--- src/cbsse_pkg.sv ---
// Shared constants and types of the branch, stack and shift execution unit.
// Assumes a single 40 MHz clock and an APB master with 32-bit data.
package cbsse_pkg;
   localparam logic [7:0] ADDR_INSTR = 8'h00;
   localparam logic [7:0] ADDR_SRC = 8'h04;
   localparam logic [7:0] ADDR_DST = 8'h08;
   localparam logic [7:0] ADDR_PC = 8'h0C;
   localparam logic [7:0] ADDR_SP = 8'h10;
   localparam logic [7:0] ADDR_SR = 8'h14;
   localparam logic [7:0] ADDR_STATUS = 8'h18;
   localparam int INSTR_OP_LSB = 0;
   localparam int INSTR_BYTE = 4;
   localparam int INSTR_OFS_LSB = 16;
   localparam int STATUS_BUSY = 0;
   localparam int SR_C = 0;
   localparam int SR_Z = 1;
   localparam int SR_N = 2;
   localparam int SR_GIE = 3;
   localparam int SR_CORE_HALT_BIT = 4;
   localparam int SR_OSCILLATOR_STOP_BIT = 5;
   localparam int SR_V = 8;
   localparam int SR_PCHI_LSB = 12;
   localparam logic [3:0] OP_BRANCH_NZ = 4'h0;
   localparam logic [3:0] OP_BRANCH_NE = 4'h1;
   localparam logic [3:0] OP_COPY = 4'h2;
   localparam logic [3:0] OP_IDLE = 4'h3;
   localparam logic [3:0] OP_STACK_LOAD = 4'h4;
   localparam logic [3:0] OP_STACK_STORE = 4'h5;
   localparam logic [3:0] OP_SUB_EXIT = 4'h6;
   localparam logic [3:0] OP_INT_EXIT = 4'h7;
   localparam logic [3:0] OP_SHIFT = 4'h8;
   localparam logic [19:0] PC_RESET = 20'h00000;
   localparam logic [19:0] SP_RESET = 20'h00400;
   localparam logic [15:0] SR_RESET = 16'h0000;
   localparam logic [19:0] STACK_STEP = 20'h00002;
   typedef enum logic [4:0] {
      ST_IDLE = 5'h01,
      ST_EXEC = 5'h02,
      ST_READ = 5'h04,
      ST_READ2 = 5'h08,
      ST_WRITE = 5'h10
   } cbsse_state_t;
   typedef struct packed {
      cbsse_state_t state;
      logic [3:0] op;
      logic byteMode;
      logic [9:0] offset;
      logic [19:0] pc;
      logic [19:0] sp;
      logic [15:0] sr;
      logic [15:0] src;
      logic [15:0] dst;
      logic memReq;
      logic memWe;
      logic [1:0] memBe;
      logic [19:0] memAddr;
      logic [15:0] memWdata;
      logic pready;
      logic pslverr;
      logic [31:0] prdata;
   } cbsse_core_t;
endpackage

--- src/cbsse_branch.sv ---
// Relative branch target of the conditional jump.
// Assumes the program counter already points past the jump instruction.
`timescale 1ns/1ps
module cbsse_branch (
   input wire logic [19:0] pc,
   input wire logic [9:0] offset,
   output logic [19:0] target
);
   // The word offset is doubled and sign extended to the full 20 bits.
   assign target = pc + {{9{offset[9]}}, offset, 1'b0};
endmodule

--- src/cbsse_shift.sv ---
// Arithmetic left shift of a word or a byte with its status flags.
// Assumes the byte form works on the low byte and clears the high byte.
`timescale 1ns/1ps
module cbsse_shift (
   input wire logic [15:0] operand,
   input wire logic byteMode,
   output logic [15:0] result,
   output logic flagN,
   output logic flagZ,
   output logic flagC,
   output logic flagV
);
   always_comb
   begin
      if (byteMode)
      begin
         result = {8'h00, operand[6:0], 1'b0};
         flagC = operand[7];
         flagN = operand[6];
         flagV = (operand[7:0] >= 8'h40) && (operand[7:0] < 8'hC0);
      end
      else
      begin
         result = {operand[14:0], 1'b0};
         flagC = operand[15];
         flagN = operand[14];
         // The range test equals a sign change of the doubled value.
         flagV = (operand >= 16'h4000) && (operand < 16'hC000);
      end
      flagZ = (result == 16'h0000);
   end
endmodule

--- src/cbsse_core.sv ---
// Execution unit for branch, copy, stack, return and left shift operations.
// Assumes an APB master and a stack memory that acks each request once.
//
// Decided for this implementation: the placing of the registers and the APB slave port.
`timescale 1ns/1ps
module cbsse_core (
   input wire logic mclk,
   input wire logic rst_n,
   input wire logic psel,
   input wire logic penable,
   input wire logic pwrite,
   input wire logic [7:0] paddr,
   input wire logic [31:0] pwdata,
   output logic [31:0] prdata,
   output logic pready,
   output logic pslverr,
   output logic memReq,
   output logic memWe,
   output logic [1:0] memBe,
   output logic [19:0] memAddr,
   output logic [15:0] memWdata,
   input wire logic [15:0] memRdata,
   input wire logic memAck
);
   import cbsse_pkg::*;

   cbsse_core_t core_r;
   cbsse_core_t core_nxt;
   logic [19:0] branchTarget;
   logic [15:0] shiftResult;
   logic shiftN;
   logic shiftZ;
   logic shiftC;
   logic shiftV;
   logic apbTake;
   logic apbDone;
   logic idle;

   cbsse_branch uBranch (
      .pc(core_r.pc),
      .offset(core_r.offset),
      .target(branchTarget)
   );

   cbsse_shift uShift (
      .operand(core_r.dst),
      .byteMode(core_r.byteMode),
      .result(shiftResult),
      .flagN(shiftN),
      .flagZ(shiftZ),
      .flagC(shiftC),
      .flagV(shiftV)
   );

   assign idle = (core_r.state == ST_IDLE);
   // Reads are answered in the second access cycle so data comes from a flop.
   assign apbTake = psel && penable && !core_r.pready;
   assign apbDone = psel && penable && core_r.pready;

   always_comb
   begin
      core_nxt = core_r;
      core_nxt.pready = 1'b0;
      core_nxt.pslverr = 1'b0;
      if (apbTake)
      begin
         core_nxt.pready = 1'b1;
         core_nxt.prdata = 32'h00000000;
         case (paddr)
            ADDR_INSTR:
            begin
               core_nxt.prdata[INSTR_OP_LSB +: 4] = core_r.op;
               core_nxt.prdata[INSTR_BYTE] = core_r.byteMode;
               core_nxt.prdata[INSTR_OFS_LSB +: 10] = core_r.offset;
            end
            ADDR_SRC: core_nxt.prdata[15:0] = core_r.src;
            ADDR_DST: core_nxt.prdata[15:0] = core_r.dst;
            ADDR_PC: core_nxt.prdata[19:0] = core_r.pc;
            ADDR_SP: core_nxt.prdata[19:0] = core_r.sp;
            ADDR_SR: core_nxt.prdata[15:0] = core_r.sr;
            ADDR_STATUS: core_nxt.prdata[STATUS_BUSY] = !idle;
            default: core_nxt.pslverr = 1'b1;
         endcase
      end
      // Architectural state is frozen for software while an operation runs.
      if (apbDone && pwrite && idle)
      begin
         case (paddr)
            ADDR_INSTR:
            begin
               core_nxt.op = pwdata[INSTR_OP_LSB +: 4];
               core_nxt.byteMode = pwdata[INSTR_BYTE];
               core_nxt.offset = pwdata[INSTR_OFS_LSB +: 10];
               core_nxt.state = ST_EXEC;
            end
            ADDR_SRC: core_nxt.src = pwdata[15:0];
            ADDR_DST: core_nxt.dst = pwdata[15:0];
            ADDR_PC: core_nxt.pc = pwdata[19:0];
            ADDR_SP: core_nxt.sp = pwdata[19:0];
            ADDR_SR: core_nxt.sr = pwdata[15:0];
            default: core_nxt.state = core_r.state;
         endcase
      end
      case (core_r.state)
         ST_IDLE:
         begin
            core_nxt.memReq = 1'b0;
            core_nxt.memWe = 1'b0;
         end
         ST_EXEC:
         begin
            core_nxt.state = ST_IDLE;
            case (core_r.op)
               OP_BRANCH_NZ, OP_BRANCH_NE:
               begin
                  // A set zero flag falls through with nothing changed.
                  if (!core_r.sr[SR_Z])
                  begin
                     core_nxt.pc = branchTarget;
                  end
               end
               OP_COPY:
               begin
                  if (core_r.byteMode)
                  begin
                     core_nxt.dst = {8'h00, core_r.src[7:0]};
                  end
                  else
                  begin
                     core_nxt.dst = core_r.src;
                  end
               end
               // A copy of zero into the constant register changes nothing.
               OP_IDLE: core_nxt.state = ST_IDLE;
               OP_STACK_LOAD, OP_SUB_EXIT, OP_INT_EXIT:
               begin
                  core_nxt.memReq = 1'b1;
                  core_nxt.memWe = 1'b0;
                  core_nxt.memBe = 2'b11;
                  core_nxt.memAddr = core_r.sp;
                  core_nxt.state = ST_READ;
               end
               OP_STACK_STORE:
               begin
                  core_nxt.sp = core_r.sp - STACK_STEP;
                  core_nxt.memAddr = core_r.sp - STACK_STEP;
                  core_nxt.memWdata = core_r.src;
                  core_nxt.memReq = 1'b1;
                  core_nxt.memWe = 1'b1;
                  // In byte mode only the low lane is enabled so the high byte survives.
                  core_nxt.memBe = core_r.byteMode ? 2'b01 : 2'b11;
                  core_nxt.state = ST_WRITE;
               end
               OP_SHIFT:
               begin
                  core_nxt.dst = shiftResult;
                  core_nxt.sr[SR_N] = shiftN;
                  core_nxt.sr[SR_Z] = shiftZ;
                  core_nxt.sr[SR_C] = shiftC;
                  core_nxt.sr[SR_V] = shiftV;
               end
               default: core_nxt.state = ST_IDLE;
            endcase
         end
         ST_READ:
         begin
            if (memAck)
            begin
               core_nxt.memReq = 1'b0;
               // The pointer moves by two even for a byte pop.
               core_nxt.sp = core_r.sp + STACK_STEP;
               core_nxt.state = ST_IDLE;
               case (core_r.op)
                  OP_STACK_LOAD:
                  begin
                     if (core_r.byteMode)
                     begin
                        core_nxt.dst = {8'h00, memRdata[7:0]};
                     end
                     else
                     begin
                        core_nxt.dst = memRdata;
                     end
                  end
                  OP_SUB_EXIT: core_nxt.pc = {4'h0, memRdata};
                  OP_INT_EXIT:
                  begin
                     // Mode bits come back only on this path.
                     core_nxt.sr = {4'h0, memRdata[SR_PCHI_LSB-1:0]};
                     core_nxt.pc[19:16] = memRdata[15:SR_PCHI_LSB];
                     core_nxt.memReq = 1'b1;
                     core_nxt.memAddr = core_r.sp + STACK_STEP;
                     core_nxt.state = ST_READ2;
                  end
                  default: core_nxt.state = ST_IDLE;
               endcase
            end
         end
         ST_READ2:
         begin
            if (memAck)
            begin
               core_nxt.memReq = 1'b0;
               core_nxt.pc[15:0] = memRdata;
               core_nxt.sp = core_r.sp + STACK_STEP;
               core_nxt.state = ST_IDLE;
            end
         end
         ST_WRITE:
         begin
            if (memAck)
            begin
               core_nxt.memReq = 1'b0;
               core_nxt.memWe = 1'b0;
               core_nxt.state = ST_IDLE;
            end
         end
         default: core_nxt.state = ST_IDLE;
      endcase
   end

   always_ff @(posedge mclk)
   begin
      if (!rst_n)
      begin
         core_r <= '0;
         core_r.state <= ST_IDLE;
         core_r.pc <= PC_RESET;
         core_r.sp <= SP_RESET;
         core_r.sr <= SR_RESET;
      end
      else
      begin
         core_r <= core_nxt;
      end
   end

   assign prdata = core_r.prdata;
   assign pready = core_r.pready;
   assign pslverr = core_r.pslverr;
   assign memReq = core_r.memReq;
   assign memWe = core_r.memWe;
   assign memBe = core_r.memBe;
   assign memAddr = core_r.memAddr;
   assign memWdata = core_r.memWdata;

   AST_BRANCH_TAKEN: assert property (
      @(posedge mclk) disable iff (!rst_n)
      (core_r.state == ST_EXEC && !core_r.sr[SR_Z]
         && (core_r.op == OP_BRANCH_NZ || core_r.op == OP_BRANCH_NE))
      |=> core_r.pc == $past(core_r.pc)
         + {{9{$past(core_r.offset[9])}}, $past(core_r.offset), 1'b0})
      else $error("Branch target wrong.");

   AST_BRANCH_FALL: assert property (
      @(posedge mclk) disable iff (!rst_n)
      (core_r.state == ST_EXEC && core_r.sr[SR_Z]
         && core_r.op == OP_BRANCH_NZ)
      |=> $stable(core_r.pc) && $stable(core_r.sr) && idle)
      else $error("Branch with zero set changed state.");

   AST_COPY: assert property (
      @(posedge mclk) disable iff (!rst_n)
      (core_r.state == ST_EXEC && core_r.op == OP_COPY)
      |=> $stable(core_r.sr) && $stable(core_r.src)
         && core_r.dst[7:0] == $past(core_r.src[7:0]))
      else $error("Copy result or flags wrong.");

   AST_IDLE_OP: assert property (
      @(posedge mclk) disable iff (!rst_n)
      (core_r.state == ST_EXEC && core_r.op == OP_IDLE)
      |=> $stable(core_r.pc) && $stable(core_r.sp) && $stable(core_r.sr)
         && $stable(core_r.dst) && !memReq)
      else $error("Idle operation had an effect.");

   AST_POP: assert property (
      @(posedge mclk) disable iff (!rst_n)
      (core_r.state == ST_EXEC && core_r.op == OP_STACK_LOAD)
      |=> memReq && !memWe && memAddr == $past(core_r.sp)
         && memBe == 2'b11 && $stable(core_r.sp))
      else $error("Stack load pointer wrong.");

   AST_POP_BYTE: assert property (
      @(posedge mclk) disable iff (!rst_n)
      (core_r.state == ST_READ && memAck && core_r.op == OP_STACK_LOAD)
      |=> core_r.dst == (core_r.byteMode ? {8'h00, $past(memRdata[7:0])}
         : $past(memRdata)) && core_r.sp == $past(core_r.sp) + STACK_STEP)
      else $error("Stack load result wrong.");

   AST_PUSH: assert property (
      @(posedge mclk) disable iff (!rst_n)
      (core_r.state == ST_EXEC && core_r.op == OP_STACK_STORE)
      |=> memReq && memWe && memAddr == $past(core_r.sp) - STACK_STEP
         && core_r.sp == memAddr && memWdata == core_r.src
         && $stable(core_r.sr))
      else $error("Stack store address wrong.");

   AST_PUSH_BYTE: assert property (
      @(posedge mclk) disable iff (!rst_n)
      (memReq && memWe) |-> memBe == (core_r.byteMode ? 2'b01 : 2'b11))
      else $error("Byte store lanes wrong.");

   AST_SUB_EXIT: assert property (
      @(posedge mclk) disable iff (!rst_n)
      (core_r.state == ST_READ && memAck && core_r.op == OP_SUB_EXIT)
      |=> core_r.pc == {4'h0, $past(memRdata)}
         && core_r.sp == $past(core_r.sp) + STACK_STEP && $stable(core_r.sr))
      else $error("Subroutine exit wrong.");

   AST_INT_EXIT: assert property (
      @(posedge mclk) disable iff (!rst_n)
      (core_r.state == ST_READ && memAck && core_r.op == OP_INT_EXIT)
      |=> core_r.state == ST_READ2 && memReq && memAddr == core_r.sp
         && core_r.pc[19:16] == $past(memRdata[15:12]))
      else $error("Interrupt exit first pop wrong.");

   AST_INT_FLAGS: assert property (
      @(posedge mclk) disable iff (!rst_n)
      (core_r.state == ST_READ && memAck && core_r.op == OP_INT_EXIT)
      |=> core_r.sr[SR_OSCILLATOR_STOP_BIT:0] == $past(memRdata[SR_OSCILLATOR_STOP_BIT:0])
         && core_r.sr[SR_V] == $past(memRdata[SR_V]))
      else $error("Interrupt exit flags wrong.");

   AST_MODE_KEEP: assert property (
      @(posedge mclk) disable iff (!rst_n)
      (!idle && core_r.op != OP_INT_EXIT)
      |=> $stable(core_r.sr[SR_OSCILLATOR_STOP_BIT:SR_GIE]))
      else $error("Mode bits changed.");

   AST_SHIFT_WORD: assert property (
      @(posedge mclk) disable iff (!rst_n)
      (core_r.state == ST_EXEC && core_r.op == OP_SHIFT && !core_r.byteMode)
      |=> core_r.dst == $past(core_r.dst) + $past(core_r.dst)
         && core_r.sr[SR_C] == $past(core_r.dst[15]))
      else $error("Word shift wrong.");

   AST_SHIFT_OVF: assert property (
      @(posedge mclk) disable iff (!rst_n)
      (core_r.state == ST_EXEC && core_r.op == OP_SHIFT && !core_r.byteMode)
      |=> core_r.sr[SR_V] == ($past(core_r.dst[15]) ^ $past(core_r.dst[14])))
      else $error("Word shift overflow wrong.");

   AST_SHIFT_OVF_BYTE: assert property (
      @(posedge mclk) disable iff (!rst_n)
      (core_r.state == ST_EXEC && core_r.op == OP_SHIFT && core_r.byteMode)
      |=> core_r.sr[SR_V] == ($past(core_r.dst[7]) ^ $past(core_r.dst[6])))
      else $error("Byte shift overflow wrong.");

   AST_SHIFT_NZ: assert property (
      @(posedge mclk) disable iff (!rst_n)
      (core_r.state == ST_EXEC && core_r.op == OP_SHIFT)
      |=> core_r.sr[SR_Z] == (core_r.dst == 16'h0000)
         && core_r.sr[SR_N] == (core_r.byteMode ? core_r.dst[7]
            : core_r.dst[15]))
      else $error("Shift negative or zero flag wrong.");
endmodule

--- config.mk ---
export PLATFORM = sky130hd
export DESIGN_NAME = cbsse_core
export DESIGN_NICKNAME = d
export VERILOG_FILES = /design/src/cbsse_pkg.sv /design/src/cbsse_branch.sv /design/src/cbsse_shift.sv /design/src/cbsse_core.sv
export SDC_FILE = /design/constraint.sdc
export NUM_CORES = 1
export LEC_CHECK = 0
export ABC_AREA = 1
export BUFFER_PORTS_ARGS = -buffer_cell sky130_fd_sc_hd__buf_2
export CAP_MARGIN = 20
export CELL_PAD_IN_SITES_DETAIL_PLACEMENT = 0
export CELL_PAD_IN_SITES_GLOBAL_PLACEMENT = 1
export CORE_MARGIN = 2
export CORE_UTILIZATION = 38
export DETAILED_ROUTE_END_ITERATION = 16
export HOLD_SLACK_MARGIN = 0.05
export PLACE_DENSITY = 0.81
export SYNTH_ARGS = -nofsm -noshare
export SYNTH_HDL_FRONTEND = slang
export SYNTH_HIERARCHICAL = 1
export SYNTH_SLANG_ARGS = --single-unit
--- constraint.sdc ---
create_clock -name mclk -period 1.8 [get_ports mclk]
set_input_delay 0.18 -clock mclk [delete_from_list [all_inputs] [get_ports mclk]]
set_output_delay 0.18 -clock mclk [all_outputs]
set_load 0.05 [all_outputs]
# Yosys cells after proc, flatten, opt, wreduce, memory -nomap -nowiden
# Cells that the tools add are included.
dict set report totals {
  reg_bits 176
  output_inout_bits 74
  wordCells 131
}
dict set report classes {
  n_addsub 3
  order_cmp 4
  eq_ne 23
  n_mux 56
  reduce_logical 28
}
# op count
set ops {}
lappend ops {{16-bit two-way mux} 9}
lappend ops {{20-bit two-way mux} 7}
lappend ops {{108-bit two-way mux} 1}
lappend ops {{36-bit case mux with 3 select lines} 1}
lappend ops {{16-bit case mux with 2 select lines} 2}
lappend ops {{56-bit two-way mux} 1}
lappend ops {{11-bit case mux with 5 select lines} 1}
lappend ops {{24-bit case mux with 2 select lines} 1}
lappend ops {{20-bit case mux with 2 select lines} 1}
lappend ops {{36-bit two-way mux} 1}
lappend ops {{34-bit two-way mux} 1}
lappend ops {{8-bit by 5-bit equality test with 1-bit output (second input constant)} 3}
lappend ops {{4-bit case mux with 6 select lines} 1}
lappend ops {{20-bit by 2-bit adder with 20-bit output (second input constant)} 1}
lappend ops {{20-bit adder} 1}
lappend ops {{5-bit two-way mux} 4}
lappend ops {{5-bit case mux with 4 select lines} 1}
lappend ops {{20-bit by 2-bit subtractor with 20-bit output (second input constant)} 1}
lappend ops {{17-bit two-way mux} 1}
lappend ops {{4-bit by 3-bit equality test with 1-bit output (second input constant)} 4}
lappend ops {{8-bit by 4-bit equality test with 1-bit output (second input constant)} 2}
lappend ops {{16-bit by 15-bit >= comparator with 1-bit output (second input constant)} 1}
lappend ops {{16-bit logical NOT} 1}
lappend ops {{16-bit less-than comparator (second input constant)} 1}
lappend ops {{43 further kinds} 66}

# Longest topological paths before layout
dict set report logic_depth {
  depth_word 8
  depth_mapped 16
  depth_no_buf 16
}

# By module
# Netlist, hierarchy kept.
# module n_inst cells_per_inst area_per_inst_um2 seq_area_each_um2
set by_module_without_submodules {}
lappend by_module_without_submodules {cbsse_core 1 1606 10438.8 3523.4}
lappend by_module_without_submodules {cbsse_branch 1 197 1064.8 0.0}
lappend by_module_without_submodules {cbsse_shift 1 47 226.5 0.0}

# Worst setup path before layout
# OpenSTA, ideal clock, no wires.
dict set report synth_timing {
  path_kind {register -> register}
  start {register core_r[143] (netlist name)}
  end {register core_r[159] (netlist name)}
  setup_ns 0.070
  arrival_ns 1.831
  path_slack_ns -0.101
  stages_incl_launch_ff 17
  path_cell_list {dfxtp_1 > ha_1 > inv_1 > fa_1 > inv_1 > nand3_1 > nand3_1 > nand2_1 > nand2_1 > nand2_1 > nand2_1 > nand2_1 > nand2_1 > nand2_1 > o21ai_0 > inv_1 > a21oi_1}
}
dict set report synth_between {
  elab_chain_len 4
}
# element line_no
set synth_rtl {}
lappend synth_rtl {{20-bit adder} cbsse_branch.sv:10} ;# assign target = pc + {{9{offset[9]}}, offset, 1'b0};
lappend synth_rtl {{via branchTarget[17]} cbsse_core.sv:29} ;# logic [19:0] branchTarget;
lappend synth_rtl {{20-bit two-way mux} cbsse_core.sv:117} ;# if (!core_r.sr[SR_Z])
lappend synth_rtl {{20-bit two-way mux} cbsse_core.sv:113} ;# case (core_r.op)
lappend synth_rtl {{4-bit case mux with 2 select lines} cbsse_core.sv:104} ;# case (core_r.state)
# The timed path passes the listed nets, and every way through them passes these cells.
# A chain may end at the register's enable or synchronous reset.

# Worst setup path after layout
dict set report layout_timing {
  start {register core_r[180] (netlist name)}
  end {register core_r[168] (netlist name)}
}
dict set report layout_between {
  elab_chain_len 3
}
# element line_no
set layout_rtl {}
lappend layout_rtl {{from (decl)} cbsse_core.sv:27} ;# cbsse_core_t core_r;
lappend layout_rtl {{from (signal assigned)} cbsse_core.sv:234} ;# core_r <= core_nxt;
lappend layout_rtl {{5-bit by 1-bit equality test with 1-bit output} cbsse_core.sv:55} ;# assign idle = (core_r.state == ST_IDLE);
lappend layout_rtl {{1-bit logical AND} cbsse_core.sv:86} ;# if (apbDone && pwrite && idle)
lappend layout_rtl {{2-bit AND reduction (no line)} n/a}
# No other way between the ends.

==> impl_metrics.xml <==
<?xml version="1.0" encoding="UTF-8"?>
<metrics>
  <group name="setup_path">
    <metric name="critical_path_arrival" unit="ps">2190</metric>
    <metric name="criticalPathCategory" unit="">reg -&gt; reg</metric>
    <metric name="reg2regPathDepth" unit="">9</metric>
    <metric name="endpoint_kind" unit="">flip-flop</metric>
    <metric name="crit_required" unit="ps">2140</metric>
    <metric name="timing.critical_path.fanout_max" unit="">8</metric>
    <metric name="cp_num_buf_inv" unit="">3</metric>
    <metric name="r2r_start" unit="">core_r[180]</metric>
    <metric name="max_stage_delay" unit="ps">350</metric>
    <metric name="crit_path_top_delay_cell" unit="">sky130_fd_sc_hd__dfxtp_4</metric>
    <metric name="critPathMostFrequentCell" unit="">sky130_fd_sc_hd__nor2_4</metric>
    <metric name="startpoint_type" unit="">flip-flop</metric>
    <metric name="critical_path.reg2reg.endpoint" unit="">core_r[168]</metric>
    <metric name="crit_path_cell_trace" unit="">nor2_4, nand3_2, nor2_4, buf_6, inv_6, nor2_4, clkinvlp_4, nor2_1, nor2_1</metric>
    <metric name="critical-path-top-delay-family" unit="">simple AND/OR/NAND/NOR gates</metric>
    <metric name="regToRegSetupSlack" unit="ps">-50</metric>
  </group>
  <group name="floorplanning">
    <metric name="core_area" unit="mm2">0.0305</metric>
    <metric name="placement_rows" unit="">64</metric>
    <metric name="floorplan.initialDensity" unit="%">38.4</metric>
    <metric name="ioPinCount" unit="">136</metric>
    <metric name="dieHeight" unit="um">180</metric>
    <metric name="die_width" unit="um">180</metric>
    <metric name="die_area" unit="mm2">0.0323</metric>
  </group>
  <group name="placement">
    <metric name="place.gp.congestion" unit="">0.951</metric>
    <metric name="place.detailed.hpwl" unit="um">35800</metric>
    <metric name="place.port_buffers" unit="">123</metric>
    <metric name="pre_cts_ws" unit="ps">-112</metric>
  </group>
  <group name="clocking">
    <metric name="htreeDepth" unit="">4</metric>
    <metric name="cts-root-buf" unit="">sky130_fd_sc_hd__clkbuf_16</metric>
    <metric name="cts_max_path_buffers" unit="">2</metric>
    <metric name="cts-buffers-inserted" unit="">17</metric>
    <metric name="tritoncts_clock_tree" unit="">done</metric>
    <metric name="clock_sink_count" unit="">176</metric>
    <metric name="worstSkewPairLatency" unit="ps">440</metric>
    <metric name="cts.clk_slew.worst_paths" unit="ps">80</metric>
  </group>
  <group name="global_route">
    <metric name="vias_in_the_first_global_route" unit="">11923</metric>
    <metric name="grt_pass1_wl" unit="um">70300</metric>
    <metric name="grt_start_max_net_pins" unit="">51</metric>
    <metric name="track_usage" unit="%">27.9</metric>
    <metric name="grt_antenna_before_repair" unit="">1</metric>
    <metric name="grt.overflow.total" unit="">0</metric>
  </group>
  <group name="logic_synthesis">
    <metric name="synth_enable_flop_cells" unit="">0</metric>
    <metric name="synth_ff_type" unit="">sky130_fd_sc_hd__dfxtp_1</metric>
    <metric name="netlist_instances" unit="">1850</metric>
    <metric name="synthesis.area" unit="mm2">0.0117</metric>
    <metric name="synthDistinctLibCells" unit="">50</metric>
    <metric name="async_reset_ff_share" unit="%">0</metric>
    <metric name="yosys_warnings" unit="">6</metric>
    <metric name="ys_seq_elements" unit="">176</metric>
    <metric name="synth.avg_cell_area" unit="um2">6.34</metric>
    <metric name="synth.yosys.seq_area_share" unit="%">30.0</metric>
  </group>
  <group name="sta">
    <metric name="achievable-frequency" unit="MHz">541</metric>
    <metric name="report.final.slew_viol_count" unit="">0</metric>
    <metric name="grt_setup_unrepaired" unit="">yes</metric>
    <metric name="post-route-period-util" unit="%">103</metric>
    <metric name="worst_clock_skew" unit="ps">16.7</metric>
    <metric name="setup_ws" unit="ps">-49.5</metric>
    <metric name="remaining_max_slew_budget_at_the_tightest_pin" unit="%">62.9</metric>
    <metric name="fin_hold_ws" unit="ps">75.8</metric>
    <metric name="hold_violation_count_in_the_final_report" unit="">0</metric>
    <metric name="setup_viol" unit="">19</metric>
    <metric name="tightest_slew" unit="ps">555</metric>
    <metric name="period_needed" unit="ps">1850</metric>
  </group>
  <group name="power">
    <metric name="p_per_area" unit="mW/mm2">520</metric>
    <metric name="leakagePower" unit="nW">7.27</metric>
    <metric name="finalPower" unit="mW">8.25</metric>
    <metric name="power.ir.vdd_worst" unit="mV">0.616</metric>
  </group>
  <group name="layout">
    <metric name="nets" unit="">2175</metric>
    <metric name="sequential_cell_area" unit="mm2">0.00357</metric>
    <metric name="antenna_diode_count" unit="">0</metric>
    <metric name="nFillCells" unit="">3056</metric>
    <metric name="drive_above_1_share" unit="%">31.5</metric>
    <metric name="area_of_the_multi_input_gates" unit="mm2">0.00740</metric>
    <metric name="leading_cell_type_in_the_layout_fill_and_taps_excluded" unit="">sky130_fd_sc_hd__nand2_1</metric>
    <metric name="area_delta_synth_final" unit="%">35.2</metric>
    <metric name="layout.cells.most_common_list" unit="">sky130_fd_sc_hd__nand2_1 (357), sky130_fd_sc_hd__buf_4 (203), sky130_fd_sc_hd__nor2_1 (196)</metric>
  </group>
  <group name="drt">
    <metric name="detailedRoute.firstPassIterationCount" unit="">8</metric>
    <metric name="drt_wl_total" unit="um">48100</metric>
    <metric name="drc_errors" unit="">0</metric>
    <metric name="post_drt_via_cell_ratio" unit="">5.35</metric>
    <metric name="initialDrtViolationCount" unit="">1428</metric>
    <metric name="post_drt_antenna_nets" unit="">0</metric>
    <metric name="wire_length_per_cell" unit="um">19.3</metric>
    <metric name="vias" unit="">13382</metric>
  </group>
  <group name="status">
    <metric name="run_status" unit="">finished, violations left</metric>
    <metric name="violations" unit="">negative setup slack</metric>
  </group>
  <group name="worst_hold_path">
    <metric name="timing.hold.worst_endpoint" unit="">core_r[162]</metric>
    <metric name="path_type_of_the_worst_min_delay_path" unit="">in -&gt; reg</metric>
    <metric name="worstHoldStart" unit="">pwdata[16]</metric>
    <metric name="hold-path-cell-count" unit="">3</metric>
  </group>
  <group name="job">
    <metric name="cap_viol_max_count" unit="">0</metric>
  </group>
</metrics>
worst max path at each step:
| stage | start | end | slack (ps) | cells after the start |
|---|---|---|---|---|
| final | core_r[180] | core_r[168] | -50 | 9 |
| after global routing | core_r[162] | core_r[161] | -170 | 15 |
| after CTS | core_r[143] | core_r[159] | -20 | 16 |
| after detailed placement | core_r[143] | core_r[159] | -110 | 16 |
| after global placement | core_r[162] | core_r[159] | -100 | 16 |
| after floorplan | core_r[143] | core_r[159] | -40 | 16 |
layer usage:
metal	share of wire (%)	vias up	GRT usage, %	routed length, um
met3	7.8	68	4.09	3780
met2	44	607	42.8	21400
met5	0	-	0	0
li1	-	6459	-	-
met1	45	6248	40.4	21600
met4	2.8	0	8.26	1340
what timing repair did:
item	in CTS	in global routing
setup buffers	8	42
endpoints found under the hold margin	8	0
resized for setup	51	274
endpoints found under the setup margin	39	90
pin swaps	12	81
gates cloned	0	10
hold buffers	8	0
where the power goes:
part | internal, mW | total [mW] | switching [mW]
Sequential | 3.91 | 3.93 | 0.0158
Clock | 2.03 | 3.73 | 1.70
Combinational | 0.142 | 0.589 | 0.447
Total | 6.08 | 8.25 | 2.17
cells by family (layout without fill, tap and decap cells):
logic type / after synthesis / count (layout) / share of synthesized area (%)
XOR/XNOR: 27 / 27 / 2.02
buffers and inverters: 374 / 623 / 15.3
adder cells (fa/ha/maj): 21 / 21 / 2.30
AND/OR/NAND/NOR: 797 / 797 / 29.0
other: 2 / 7 / 0.0640
flip-flops: 176 / 176 / 30.0
AO/OA/AOI/OAI: 453 / 453 / 21.4
cell type report:
cell class	count	share of cell area [%]
repair buffers	379	18.8
multi-input cells	1305	46.6
well taps	396	3.12
inverters	212	5.32
repair inverters	1	0.0552
clock inverters	10	0.639
flip-flops and latches	176	22.5
clock buffers	21	2.97
cell usage after synthesis (2+ instances only):
cell / n / share of area, %
sky130_fd_sc_hd__nor2_4: 9 / 0.86
sky130_fd_sc_hd__conb_1: 2 / 0.064
sky130_fd_sc_hd__nand4_1: 12 / 0.64
sky130_fd_sc_hd__o31ai_1: 3 / 0.19
sky130_fd_sc_hd__a221oi_1: 3 / 0.22
sky130_fd_sc_hd__buf_6: 3 / 0.29
sky130_fd_sc_hd__o211ai_1: 27 / 1.7
sky130_fd_sc_hd__nand2_1: 398 / 13
sky130_fd_sc_hd__buf_1: 3 / 0.096
sky130_fd_sc_hd__o21ai_1: 25 / 1.1
sky130_fd_sc_hd__ha_1: 20 / 2.1
sky130_fd_sc_hd__inv_2: 13 / 0.42
sky130_fd_sc_hd__xnor2_1: 5 / 0.37
sky130_fd_sc_hd__nor2_1: 222 / 7.1
sky130_fd_sc_hd__dfxtp_1: 176 / 30
sky130_fd_sc_hd__inv_4: 2 / 0.11
sky130_fd_sc_hd__xor2_1: 22 / 1.6
sky130_fd_sc_hd__o22ai_1: 16 / 0.85
sky130_fd_sc_hd__nor4_1: 3 / 0.16
sky130_fd_sc_hd__a211oi_1: 31 / 2.0
sky130_fd_sc_hd__o21a_1: 3 / 0.19
sky130_fd_sc_hd__clkbuf_1: 40 / 1.3
sky130_fd_sc_hd__nand3b_1: 3 / 0.19
sky130_fd_sc_hd__nor2_2: 10 / 0.53
sky130_fd_sc_hd__inv_1: 194 / 6.2
sky130_fd_sc_hd__buf_4: 85 / 5.4
sky130_fd_sc_hd__nand3_1: 105 / 4.5
sky130_fd_sc_hd__a31oi_1: 4 / 0.21
sky130_fd_sc_hd__nand2_4: 2 / 0.19
sky130_fd_sc_hd__a21oi_2: 2 / 0.15
sky130_fd_sc_hd__buf_2: 31 / 1.3
sky130_fd_sc_hd__and2_1: 2 / 0.11
sky130_fd_sc_hd__clkinv_1: 3 / 0.096
sky130_fd_sc_hd__nand3_2: 4 / 0.34
sky130_fd_sc_hd__a21oi_1: 179 / 7.6
sky130_fd_sc_hd__o21ai_0: 151 / 6.4
sky130_fd_sc_hd__a22oi_1: 4 / 0.26
sky130_fd_sc_hd__nor3_1: 13 / 0.55
sky130_fd_sc_hd__nand2_2: 9 / 0.48
sequential cells by signal (all words and copies together), names as in the netlist:
| signal | cells |
|---|---|
| core_r | 108 |
| prdata | 26 |
| memAddr | 20 |
| memWdata | 16 |
| memBe | 2 |
| memReq | 1 |
| memWe | 1 |
| pready | 1 |
| pslverr | 1 |
tightest hold or removal path, cell delays in order:
cell                     delay [ps]
sky130_fd_sc_hd__buf_2          150
sky130_fd_sc_hd__nor2_2         110
sky130_fd_sc_hd__nor2_1          40
metrics by stage:
step / area (um2) / setup TNS [ps] / util (%) / std cells
after floorplan: 11800 / -42.3 / - / 1855
after global placement: 13500 / -284 / 44.1 / 2403
after detailed placement: 13500 / -640 / 44.1 / 2403
after CTS: 14400 / -48.6 / 47.3 / 2450
after global routing: 15900 / -5000 / 52.0 / 2500
final: 15900 / -385 / 52.0 / 2500
No activity file was read; power rests on OpenSTA's default activity.
